### src/rtl/lbl_pkg.sv
// package: opcodes and constants of the ladder bit-logic executor
package lbl_pkg;

    // ****************************************
    // instruction opcodes
    // ****************************************
    typedef enum logic [4:0] {
        OP_NOP,
        OP_LOAD_CONTACT,
        OP_LOAD_INVERTED_CONTACT,
        OP_SERIES_CONTACT,
        OP_SERIES_INVERTED_CONTACT,
        OP_PARALLEL_CONTACT,
        OP_PARALLEL_INVERTED_CONTACT,
        OP_LOAD_RISING_EDGE,
        OP_LOAD_FALLING_EDGE,
        OP_SERIES_RISING_EDGE,
        OP_SERIES_FALLING_EDGE,
        OP_PARALLEL_RISING_EDGE,
        OP_PARALLEL_FALLING_EDGE,
        OP_BLOCK_OR,
        OP_BLOCK_AND,
        OP_RESULT_PUSH,
        OP_RESULT_PEEK,
        OP_RESULT_POP,
        OP_REGION_OPEN,
        OP_REGION_CLOSE,
        OP_COIL_OUT,
        OP_LEVEL_MOVE,
        OP_PULSE_MOVE
    } lbl_op_t;

    // ****************************************
    // sizes and reset values
    // ****************************************
    localparam int   STACK_DEPTH   = 8;     // intermediate result entries
    localparam int   REGION_LEVELS = 8;     // nesting levels 0..7
    localparam int   LEVEL_W       = 3;     // width of a region level number
    localparam int   EDGE_SLOTS    = 64;    // edge-contact instances kept
    localparam logic RESULT_RST    = 1'b0;  // result after reset
    localparam logic EDGE_PREV_RST = 1'b0;  // remembered bit after reset

endpackage
### src/rtl/lbl_if.sv
// interfaces between the executor and its stack and edge memory
`timescale 1ns/100ps
`default_nettype none

// ****************************************
// one-bit stack access
// ****************************************
interface lbl_stk_if;
    logic push;   // place din on top, shift the rest down
    logic pop;    // drop the top, shift the rest up
    logic din;    // value to push
    logic top;    // current top entry
    modport user  (output push, output pop, output din, input top);
    modport store (input push, input pop, input din, output top);
endinterface

// ****************************************
// per-instance edge memory access
// ****************************************
interface lbl_edge_if #(parameter int SLOT_W = 6);
    logic              req;   // an edge instance runs this cycle
    logic [SLOT_W-1:0] slot;  // which instance
    logic              cur;   // present value of its bit
    logic              rise;  // off-to-on since its last run
    logic              fall;  // on-to-off since its last run
    modport user  (output req, output slot, output cur, input rise, input fall);
    modport store (input req, input slot, input cur, output rise, output fall);
endinterface

`default_nettype wire

### src/rtl/lbl_bit_stack.sv
// one-bit push-down stack of configurable depth
`timescale 1ns/100ps
`default_nettype none

module lbl_bit_stack #(
    parameter int DEPTH = lbl_pkg::STACK_DEPTH
) (
    input  wire logic clk,
    input  wire logic rst,
    lbl_stk_if.store  s
);

    // ****************************************
    // state
    // ****************************************
    typedef struct packed {
        logic [DEPTH-1:0] ent;  // bit 0 is the top
    } lbl_stk_state_t;

    lbl_stk_state_t state_q;  // registered entries
    lbl_stk_state_t state_d;  // next entries

    generate
        if (DEPTH < 2) begin : g_bad_depth
            $error("stack depth below two");
        end
    endgenerate

    // shift register: a push beyond the depth drops the bottom entry
    always_comb begin
        state_d = state_q;
        if (s.push) begin
            state_d.ent = {state_q.ent[DEPTH-2:0], s.din};
        end else if (s.pop) begin
            state_d.ent = {1'b0, state_q.ent[DEPTH-1:1]};
        end
    end

    // entries clear at reset
    always_ff @(posedge clk) begin
        if (rst) begin
            state_q <= '0;
        end else begin
            state_q <= state_d;
        end
    end

    assign s.top = state_q.ent[0];

endmodule

`default_nettype wire

### src/rtl/lbl_edge_mem.sv
// previous-value memory for edge contacts and pulse moves, one bit per instance
`timescale 1ns/100ps
`default_nettype none

module lbl_edge_mem #(
    parameter int SLOTS  = lbl_pkg::EDGE_SLOTS,
    parameter int SLOT_W = 6
) (
    input  wire logic clk,
    input  wire logic rst,
    lbl_edge_if.store e
);

    // ****************************************
    // state
    // ****************************************
    typedef struct packed {
        logic [SLOTS-1:0] prev;  // value seen at the last run of each instance
    } lbl_edge_state_t;

    lbl_edge_state_t state_q;  // registered history
    lbl_edge_state_t state_d;  // next history

    generate
        if (SLOTS > (1 << SLOT_W) || SLOTS < 1) begin : g_bad_slots
            $error("slot count does not fit slot width");
        end
    endgenerate

    // compare against the instance's own history only
    assign e.rise = e.cur & ~state_q.prev[e.slot];
    assign e.fall = ~e.cur & state_q.prev[e.slot];

    // history is written only when its instance runs, so it spans one scan
    always_comb begin
        state_d = state_q;
        if (e.req) begin
            state_d.prev[e.slot] = e.cur;
        end
    end

    // a bit already on at reset reads as a rise on its first run
    always_ff @(posedge clk) begin
        if (rst) begin
            state_q <= {SLOTS{lbl_pkg::EDGE_PREV_RST}};
        end else begin
            state_q <= state_d;
        end
    end

endmodule

`default_nettype wire

### src/rtl/lbl_executor.sv
// ladder bit-logic executor: one instruction per valid cycle on a one-bit result
//
// Summary of operation
// - load starts new result from bit
// - series contact ANDs bit into result
// - parallel contact ORs bit into result
// - block or merges branch with saved result
// - block and merges block with saved result
// - block instructions have no operand field
// - rising variants true one scan after off-on
// - falling variants true one scan after on-off
// - level move every scan, pulse move once
// - eight-entry one-bit intermediate result stack
// - push stores result, shifts entries down
// - pop restores top, shifts entries up
// - peek copies top, stack unchanged
// - enabled region executes its body normally
// - disabled region: coils off, retentive hold
// - open moves bus bar, close returns
// - levels ascend from zero, eight deep
`timescale 1ns/100ps
`default_nettype none

module lbl_executor #(
    parameter int SLOTS  = lbl_pkg::EDGE_SLOTS,
    parameter int SLOT_W = 6
) (
    input  wire logic             clk,
    input  wire logic             rst,
    input  wire logic             instr_valid,
    input  wire lbl_pkg::lbl_op_t instr_op,
    input  wire logic             instr_bit,
    input  wire logic [SLOT_W-1:0] instr_slot,
    input  wire logic [lbl_pkg::LEVEL_W-1:0] instr_level,
    output logic                  result,
    output logic                  region_enable,
    output logic                  coil_valid,
    output logic                  coil_value,
    output logic                  coil_hold,
    output logic                  move_fire,
    output logic                  seq_err
);

    // ****************************************
    // state
    // ****************************************
    localparam int LV = lbl_pkg::REGION_LEVELS;

    typedef struct packed {
        logic          result;      // current logic result
        logic [LV-1:0] en;          // effective enable of each open level
        logic [3:0]    depth;       // open levels, 0..8
        logic          coil_valid;  // coil write pulse
        logic          coil_value;  // gated coil value
        logic          coil_hold;   // retentive elements must hold
        logic          move_fire;   // data move transfers this scan
        logic          seq_err;     // region level out of order
    } lbl_exec_state_t;

    lbl_exec_state_t state_q;  // registered state
    lbl_exec_state_t state_d;  // next state

    generate
        if (LV != 8) begin : g_bad_levels
            $error("depth counter sized for eight levels");
        end
    endgenerate

    // ****************************************
    // sub-blocks
    // ****************************************
    lbl_stk_if                  blk_s ();  // pending load branches
    lbl_stk_if                  res_s ();  // push/peek/pop results
    lbl_edge_if #(.SLOT_W(SLOT_W)) edg ();  // edge instance history

    // pending branches use the same stack shape as explicit pushes
    lbl_bit_stack #(.DEPTH(lbl_pkg::STACK_DEPTH)) u_blk_stack (
        .clk (clk),
        .rst (rst),
        .s   (blk_s.store)
    );

    lbl_bit_stack #(.DEPTH(lbl_pkg::STACK_DEPTH)) u_res_stack (
        .clk (clk),
        .rst (rst),
        .s   (res_s.store)
    );

    lbl_edge_mem #(.SLOTS(SLOTS), .SLOT_W(SLOT_W)) u_edge (
        .clk (clk),
        .rst (rst),
        .e   (edg.store)
    );

    // ****************************************
    // decode helpers
    // ****************************************
    // true for ops that consult the edge history
    function automatic logic uses_edge(input lbl_pkg::lbl_op_t op);
        uses_edge = op inside {[lbl_pkg::OP_LOAD_RISING_EDGE:
                                lbl_pkg::OP_PARALLEL_FALLING_EDGE], lbl_pkg::OP_PULSE_MOVE};
    endfunction

    // contact value: as is, complemented, or a one-scan edge
    function automatic logic operand(input lbl_pkg::lbl_op_t op, input logic b,
                                     input logic r, input logic f);
        case (op)
            lbl_pkg::OP_LOAD_INVERTED_CONTACT,
            lbl_pkg::OP_SERIES_INVERTED_CONTACT,
            lbl_pkg::OP_PARALLEL_INVERTED_CONTACT: operand = ~b;
            lbl_pkg::OP_LOAD_RISING_EDGE,
            lbl_pkg::OP_SERIES_RISING_EDGE,
            lbl_pkg::OP_PARALLEL_RISING_EDGE:      operand = r;
            lbl_pkg::OP_LOAD_FALLING_EDGE,
            lbl_pkg::OP_SERIES_FALLING_EDGE,
            lbl_pkg::OP_PARALLEL_FALLING_EDGE:     operand = f;
            default:                               operand = b;
        endcase
    endfunction

    logic opnd;     // operand value of this instruction
    logic cur_en;   // enable of the innermost open region

    assign opnd = operand(instr_op, instr_bit, edg.rise, edg.fall);
    // depth 8 wraps to index 7 through the 3-bit subtraction
    assign cur_en = (state_q.depth == 4'h0) ? 1'b1
                  : state_q.en[state_q.depth[2:0] - 3'h1];

    // history sees the contact bit, or the result for a pulse move
    assign edg.req  = instr_valid & uses_edge(instr_op);
    assign edg.slot = instr_slot;
    assign edg.cur  = (instr_op == lbl_pkg::OP_PULSE_MOVE) ? state_q.result : instr_bit;

    // ****************************************
    // instruction execution
    // ****************************************
    always_comb begin
        state_d            = state_q;
        state_d.coil_valid = 1'b0;
        state_d.move_fire  = 1'b0;
        state_d.seq_err    = 1'b0;
        blk_s.push = 1'b0;
        blk_s.pop  = 1'b0;
        blk_s.din  = state_q.result;
        res_s.push = 1'b0;
        res_s.pop  = 1'b0;
        res_s.din  = state_q.result;
        if (instr_valid) begin
            case (instr_op)
                // loads save the running result as a pending branch
                lbl_pkg::OP_LOAD_CONTACT, lbl_pkg::OP_LOAD_INVERTED_CONTACT,
                lbl_pkg::OP_LOAD_RISING_EDGE, lbl_pkg::OP_LOAD_FALLING_EDGE: begin
                    blk_s.push     = 1'b1;
                    state_d.result = opnd;
                end
                lbl_pkg::OP_SERIES_CONTACT, lbl_pkg::OP_SERIES_INVERTED_CONTACT,
                lbl_pkg::OP_SERIES_RISING_EDGE, lbl_pkg::OP_SERIES_FALLING_EDGE: begin
                    state_d.result = state_q.result & opnd;
                end
                lbl_pkg::OP_PARALLEL_CONTACT, lbl_pkg::OP_PARALLEL_INVERTED_CONTACT,
                lbl_pkg::OP_PARALLEL_RISING_EDGE, lbl_pkg::OP_PARALLEL_FALLING_EDGE: begin
                    state_d.result = state_q.result | opnd;
                end
                // operand fields are ignored for block ops
                lbl_pkg::OP_BLOCK_OR: begin
                    blk_s.pop      = 1'b1;
                    state_d.result = state_q.result | blk_s.top;
                end
                lbl_pkg::OP_BLOCK_AND: begin
                    blk_s.pop      = 1'b1;
                    state_d.result = state_q.result & blk_s.top;
                end
                lbl_pkg::OP_RESULT_PUSH: begin
                    res_s.push = 1'b1;
                end
                lbl_pkg::OP_RESULT_PEEK: begin
                    state_d.result = res_s.top;
                end
                lbl_pkg::OP_RESULT_POP: begin
                    res_s.pop      = 1'b1;
                    state_d.result = res_s.top;
                end
                // a level may only open at the next free depth
                lbl_pkg::OP_REGION_OPEN: begin
                    if ({1'b0, instr_level} == state_q.depth) begin
                        state_d.en[instr_level] = state_q.result & cur_en;
                        state_d.depth = state_q.depth + 4'h1;
                    end else begin
                        state_d.seq_err = 1'b1;
                    end
                end
                // closing a level also closes any deeper ones left open
                lbl_pkg::OP_REGION_CLOSE: begin
                    if ({1'b0, instr_level} < state_q.depth) begin
                        state_d.depth = {1'b0, instr_level};
                    end else begin
                        state_d.seq_err = 1'b1;
                    end
                end
                lbl_pkg::OP_COIL_OUT: begin
                    state_d.coil_valid = 1'b1;
                    state_d.coil_value = state_q.result & cur_en;
                    state_d.coil_hold  = ~cur_en;
                end
                lbl_pkg::OP_LEVEL_MOVE: begin
                    state_d.move_fire = state_q.result & cur_en;
                end
                lbl_pkg::OP_PULSE_MOVE: begin
                    state_d.move_fire = edg.rise & cur_en;
                end
                default: ;
            endcase
        end
    end

    // executor state registered here; stacks and edge history register in their sub-blocks
    always_ff @(posedge clk) begin
        if (rst) begin
            state_q        <= '0;
            state_q.result <= lbl_pkg::RESULT_RST;
        end else begin
            state_q <= state_d;
        end
    end

    assign result        = state_q.result;
    assign region_enable = cur_en;
    assign coil_valid    = state_q.coil_valid;
    assign coil_value    = state_q.coil_value;
    assign coil_hold     = state_q.coil_hold;
    assign move_fire     = state_q.move_fire;
    assign seq_err       = state_q.seq_err;

    lbl_pkg::lbl_op_t vop;  // opcode when valid, else no-op
    assign vop = instr_valid ? instr_op : lbl_pkg::OP_NOP;
endmodule

`default_nettype wire

### config.mk
export PLATFORM = sky130hd
export DESIGN_NAME = lbl_executor
export DESIGN_NICKNAME = d
export VERILOG_FILES = /design/src/rtl/lbl_pkg.sv /design/src/rtl/lbl_if.sv /design/src/rtl/lbl_bit_stack.sv /design/src/rtl/lbl_edge_mem.sv /design/src/rtl/lbl_executor.sv
export SDC_FILE = /design/constraint.sdc
export NUM_CORES = 1
export LEC_CHECK = 0
export ABC_AREA = 1
export BUFFER_PORTS_ARGS = -buffer_cell sky130_fd_sc_hd__buf_4
export CAP_MARGIN = 30
export CORE_ASPECT_RATIO = 1.4
export CORE_MARGIN = 3
export CORE_UTILIZATION = 60
export CTS_CLUSTER_SIZE = 12
export DETAILED_ROUTE_END_ITERATION = 7
export PLACE_DENSITY = 0.86
export SETUP_SLACK_MARGIN = 0.3
export SLEW_MARGIN = 10
export SYNTH_ARGS = -nofsm -noshare
export SYNTH_HDL_FRONTEND = slang
export SYNTH_HIERARCHICAL = 1
export SYNTH_SLANG_ARGS = --single-unit
### constraint.sdc
create_clock -name clk -period 4.6 [get_ports clk]
set_input_delay 0.46 -clock clk [delete_from_list [all_inputs] [get_ports clk]]
set_output_delay 0.46 -clock clk [all_outputs]
set_load 0.02 [all_outputs]
## Word level (Yosys, flattened, before mapping)

Index checks and enable logic that the tools add are counted.

- Reduce and logical (&&, ||, !) cells: 22
- $lt $le $gt $ge: 8
- Multiplexer cells: 34
- Bitwise logic cells: 14
- Add/subtract/negate cells: 2
- Eq/ne operators: 25

Operator list:

| kind | number |
|---|---|
| 64-bit bitwise mux | 1 |
| 5-bit by 4-bit == test with 1-bit output (second input constant) | 8 |
| 5-bit == test (second input constant) | 7 |
| 8-bit two-way mux | 4 |
| 5-bit by 3-bit == test with 1-bit output (second input constant) | 4 |
| 1-bit two-way mux | 16 |
| 4-bit OR reduction | 3 |
| 5-bit by 2-bit == test with 1-bit output (second input constant) | 2 |
| 3-bit OR reduction | 3 |
| 8-bit bitwise mux | 1 |
| 3-bit by 4-bit < comparator with 1-bit output (second input constant) | 2 |
| 4-bit two-way mux | 2 |
| 4-bit case mux with 2 select lines | 1 |
| 2-bit nonzero test | 4 |
| 1-bit bitwise AND | 7 |
| 6-bit by 7-bit < comparator with 1-bit output (second input constant) | 1 |
| 1-bit binary-select mux with 6-bit select | 1 |
| 1-bit demux with 6-bit select | 1 |
| 6-bit by 1-bit greater-or-equal comparator with 1-bit output (second input constant) | 1 |
| 1-bit case mux with 6 select lines | 1 |
| 6-bit nonzero test | 1 |
| 2-bit OR reduction | 3 |
| 5-bit by 1-bit == test with 1-bit output (second input constant) | 1 |
| 5-bit by 3-bit greater-or-equal comparator with 1-bit output (second input constant) | 1 |
| other kinds (19) | 29 |

- Output and inout bits: 7
- Input bits: 18
- Logic and storage cells: 116
- Flip-flop bits (word level): 98

## Logic depth before layout (Yosys ltp)

- Word-level depth: 7
- Mapped depth: 22
- Depth with buffers taken out: 21

## Cells and area by module

Netlist, hierarchy kept.

By module, submodules not included:

| module | cells an instance | seq. area each (um^2) | area each (um^2) | times used |
|---|---|---|---|---|
| lbl_edge_mem | 475 | 1,281.2 | 3,507.1 | 1 |
| lbl_executor | 225 | 360.3 | 1,397.6 | 1 |
| lbl_bit_stack | 59 | 160.2 | 379.1 | 2 |

## Worst setup path after synthesis

OpenSTA, ideal clock, no wires.

- Kind: input-to-reg
- From: input port instr_op[3]
- To: register, netlist name result
- Path buffers: 2
- Data required time: 4,485 ps
- Arrival: 2,285 ps
- Cell stages on the path: 16
- Setup time: 115 ps
- Slack: 2,200 ps
- Cell sequence: inv_1 nand2_1 nor2_1 inv_1 nor2_1 o21ai_0 buf_6 inv_1 clkbuf_1 nor2_1 nand2_1 nand4_1 a21oi_1 nand2_1 nand2_1 a21oi_2

- Elaborated cells between the ends (all ways): 34
- Classes of those cells: eq/ne: 17; mux: 3; bitwise: 5; reduce/logical: 9

RTL lines:

| item | line | source |
|---|---|---|
| start: declaration | lbl_executor.sv:31 | `input wire lbl_pkg::lbl_op_t instr_op,` |
| 5-bit == test (*) | lbl_executor.sv:132 | `assign edg.cur = (instr_op == lbl_pkg::OP_PULSE_MOVE) ? state_q.result : instr_bit;` |
| 1-bit two-way mux (*) | lbl_executor.sv:132 |  |
| via edg.cur | lbl_if.sv:23 | `logic cur;` |
| 1-bit bitwise AND (*) | lbl_edge_mem.sv:31 | `assign e.rise = e.cur & ~state_q.prev[e.slot];` |
| via edg.rise | lbl_if.sv:24 | `logic rise;` |
| 1-bit case mux with 3 select lines (*) | lbl_executor.sv:107 | `case (op)` |
| 1-bit bitwise OR / 1-bit bitwise AND (equally long branches) | lbl_executor.sv:162, lbl_executor.sv:158 |  |
| 1-bit case mux with 6 select lines (*) | lbl_executor.sv:149 | `case (instr_op)` |

The timed path passes the listed nets; every way through them passes the cells marked *.
A chain may end at the register's enable or synchronous reset.

==> summary.md <==
| Metric | Value |
|---|---|
| Register area share after synthesis | `34.6%` |
| Share of layout cells above drive strength 1 | `13.4%` |
| Setup bufs post-CTS | `0` |
| Synth Flop Type | `dfxtp_1` |
| Routed Antenna Nets | `0` |
| Io pins | `25` |
| Critical Path End Type | `primary output` |
| Pwr/cell area | `302 nW/um^2` |
| CTS root buf | `clkbuf_16` |
| Drt pass-1 iters | `5` |
| Slew Limit Fails | `0` |
| Initial Util | `62.0%` |
| Setup crit end | `region_enable` |
| VDD IR max | `around 0.21 mV` |
| Fin Hold WS | `0.449 ns` |
| Die Span Y | `roughly 120 um` |
| Post-Route WL | `14000 um` |
| Full die area | `10700 sq um` |
| Cell area after synthesis | `5660 sq um` |
| H-tree levels | `3` |
| Gp weighted congestion | `0.940` |
| Final hold vios | `0` |
| Synth warnings | `6` |
| Multiplexer share of the synthesized area | `0%` |
| Cell variety after synth | `43` |
| Clk_lat worst skew | `0.35 ns` |
| Core Area | `between 9000 and 10000 sq um` |
| Antenna fix cells | `0` |
| Post-synth ARST share | `0%` |
| Critical path launch point | `state_q[5]` |
| Longest Clk Path Bufs | `2` |
| Mean Syn Cell Area | `6.92 sq um` |
| Synthesis-stage register bit count | `98` |
| Transition time of the tightest slew-check pin | `0.957 ns` |
| Critical Path Start Type | `register` |
| Period utilisation layout | `60.5%` |
| Synth Area in Compound Gates | `21.5%` |
| Reg clk slew, reported paths | `roughly 0.06 ns` |
| Initial antenna violation count | `0` |
| Post-synth EDFFs | `0` |
| GRT overflow | `0` |
| Rel. slew slack | `35.9%` |
| HP Class | `in2reg` |
| Data arrival, critical path | `2.32 ns` |
| Post-CTS sizing | `0` |
| Synth top area cells | `dfxtp_1 35%, nand2_1 14%, a21oi_1 7.9%, nand3_1 5.5%, inv_1 4.8%` |
| First-pass GRT wire length | `23700 um` |
| Layout area overhead | `6.32%` |
| Num CTS Buffers | `9` |
| Adder-cell share of the synthesized area | `~1.3%` |
| Endpoints failing setup | `0` |
| Peak Freq | `0.359 GHz` |
| Worst r2r src | `result` |
| Post-Synth Simple-Gate Area | `30.9%` |
| Crit path time final | `2.78 ns` |
| Status | `completed` |
| Final #Nets | `840` |
| Setup_tns | `0 ns` |
| Gate Count Post-Synth | `about 820` |
| Post-DP HPWL | `9560 um` |
| IO Port Bufs | `24` |
| Worst Path Required | `4.14 ns` |
| RSZ-0062 raised after global routing | `false` |
| Tot GR Track Use | `roughly 28%` |
| Final setup skew | `between 0.007 and 0.008 ns` |
| Die Wd | `88.1 um` |
| Mapped Nets | `approximately 840` |
| FF-to-FF setup slack | `~2.3 ns` |
| FF-to-FF path depth | `14` |
| Number of max-cap violations | `0` |
| Row count | `between 40 and 50` |
| Top-count cell post-synth | `nand2_1` |
| Hold_buf cts | `0` |
| Pin count of the biggest net entering global routing | `81` |
| Setup Crit Path Kind | `reg2out` |
| Fill cells | `819` |
| Vias in the first global route | `5272` |
| Wire per inst | `15.1 um` |
| Synth area leader | `dfxtp_1` |
| Commonest cells post-synth | `214 x nand2_1, 98 x dfxtp_1, 89 x a21oi_1` |
| Main combinational cell family by area after synthesis | `simple AND/OR/NAND/NOR gates` |
| Clk sinks | `98` |
| Static Leak | `0.00257 uW` |
| Iteration-0 DRC Markers | `515` |
| Post-synthesis xor/xnor area fraction | `less than 1%` |
| Worst-path maximum fanout | `10` |
| RR Endpoint | `result` |
| Vias | `5600` |
| Vias/cell | `6.03` |
| DRC Markers | `0` |
| Synth top area share | `around 35%` |
| CTS tree | `done` |
per-layer routing:
layer,global-route usage (%),routed length [um],vias up
met2,46.8,6970,258
met1,32.3,5540,2578
met3,5.16,923,52
li1,-,-,2712
met5,0,0,-
met4,14.7,584,0
cell usage in the layout (no fill, tap or decap), drive strengths merged, types with 2 or more instances in the layout:
cell type / Yosys / final
nand3: 64 / 64
clkinvlp: 0 / 2
nor2: 73 / 73
a311oi: 32 / 32
nand4: 5 / 5
inv: 90 / 90
nand2: 217 / 217
or2: 5 / 5
dfxtp: 98 / 98
a21oi: 92 / 92
o21ai: 57 / 57
clkbuf: 14 / 12
ha: 6 / 6
clkinv: 3 / 4
buf: 26 / 27
nor3: 18 / 18
o211ai: 9 / 9
worst max-delay path: stages, from the launching register on:
cell and delay (ns):
dfxtp_1 0.53, inv_1 0.19, ha_1 0.40, o311ai_0 0.43, o211ai_2 0.22, buf_4 0.21
layout make-up:
| type | count | area (sq um) | area share, % |
|---|---|---|---|
| flip-flops and latches | 98 | 1960 | 32.6 |
| inverters | 93 | 358 | 5.94 |
| clock inverters | 4 | 50.0 | 0.831 |
| well taps | 107 | 134 | 2.22 |
| clock buffers | 12 | 256 | 4.26 |
| repair buffers | 27 | 203 | 3.37 |
| multi-input cells | 587 | 3060 | 50.8 |
metrics by stage:
stage / power (uW) / util (%) / instance area (sq um) / worst slack [ns] / cells
finish: 1820 / 65.9 / 6020 / 1.82 / 928
global route: 1890 / 65.9 / 6020 / 1.58 / 928
CTS: 1830 / 65.9 / 6020 / 1.78 / 928
detailed placement: 1060 / 62.6 / 5710 / 1.66 / 912
global placement: 1060 / 62.6 / 5710 / 1.71 / 912
floorplan: 1020 / - / 5660 / 2.20 / 818
state kept, by name (all words and copies together), names as in the netlist:
name and count:
u_res_stack/state_q 8, u_edge/state_q 64, result 1, move_fire 1, coil_valid 1, coil_value 1, u_blk_stack/state_q 8, state_q 12
coil_hold 1, seq_err 1
logic make-up after synthesis:
group,after synthesis
simple gates,384
compound gates,196
buf+inv,133
flops,98
fa+ha+maj,6
xor+xnor,1
worst min-delay path by stage:
stage                                start                     end  slack (ns)  cells past startpoint
finish                         instr_valid                 seq_err        0.45                      3
global route                   instr_valid                 seq_err        0.45                      3
CTS                            instr_valid              coil_valid        0.44                      3
detailed placement      u_edge/state_q[34]      u_edge/state_q[34]        0.46                      2
global placement    u_res_stack/state_q[7]  u_res_stack/state_q[7]        0.45                      2
floorplan           u_blk_stack/state_q[7]  u_blk_stack/state_q[7]        0.43                      2
power breakdown:
part           switching (uW)  internal, uW
Sequential               5.88           854
Combinational             137          49.9
Clock                     318           450
(Power assumes the default switching activity.)
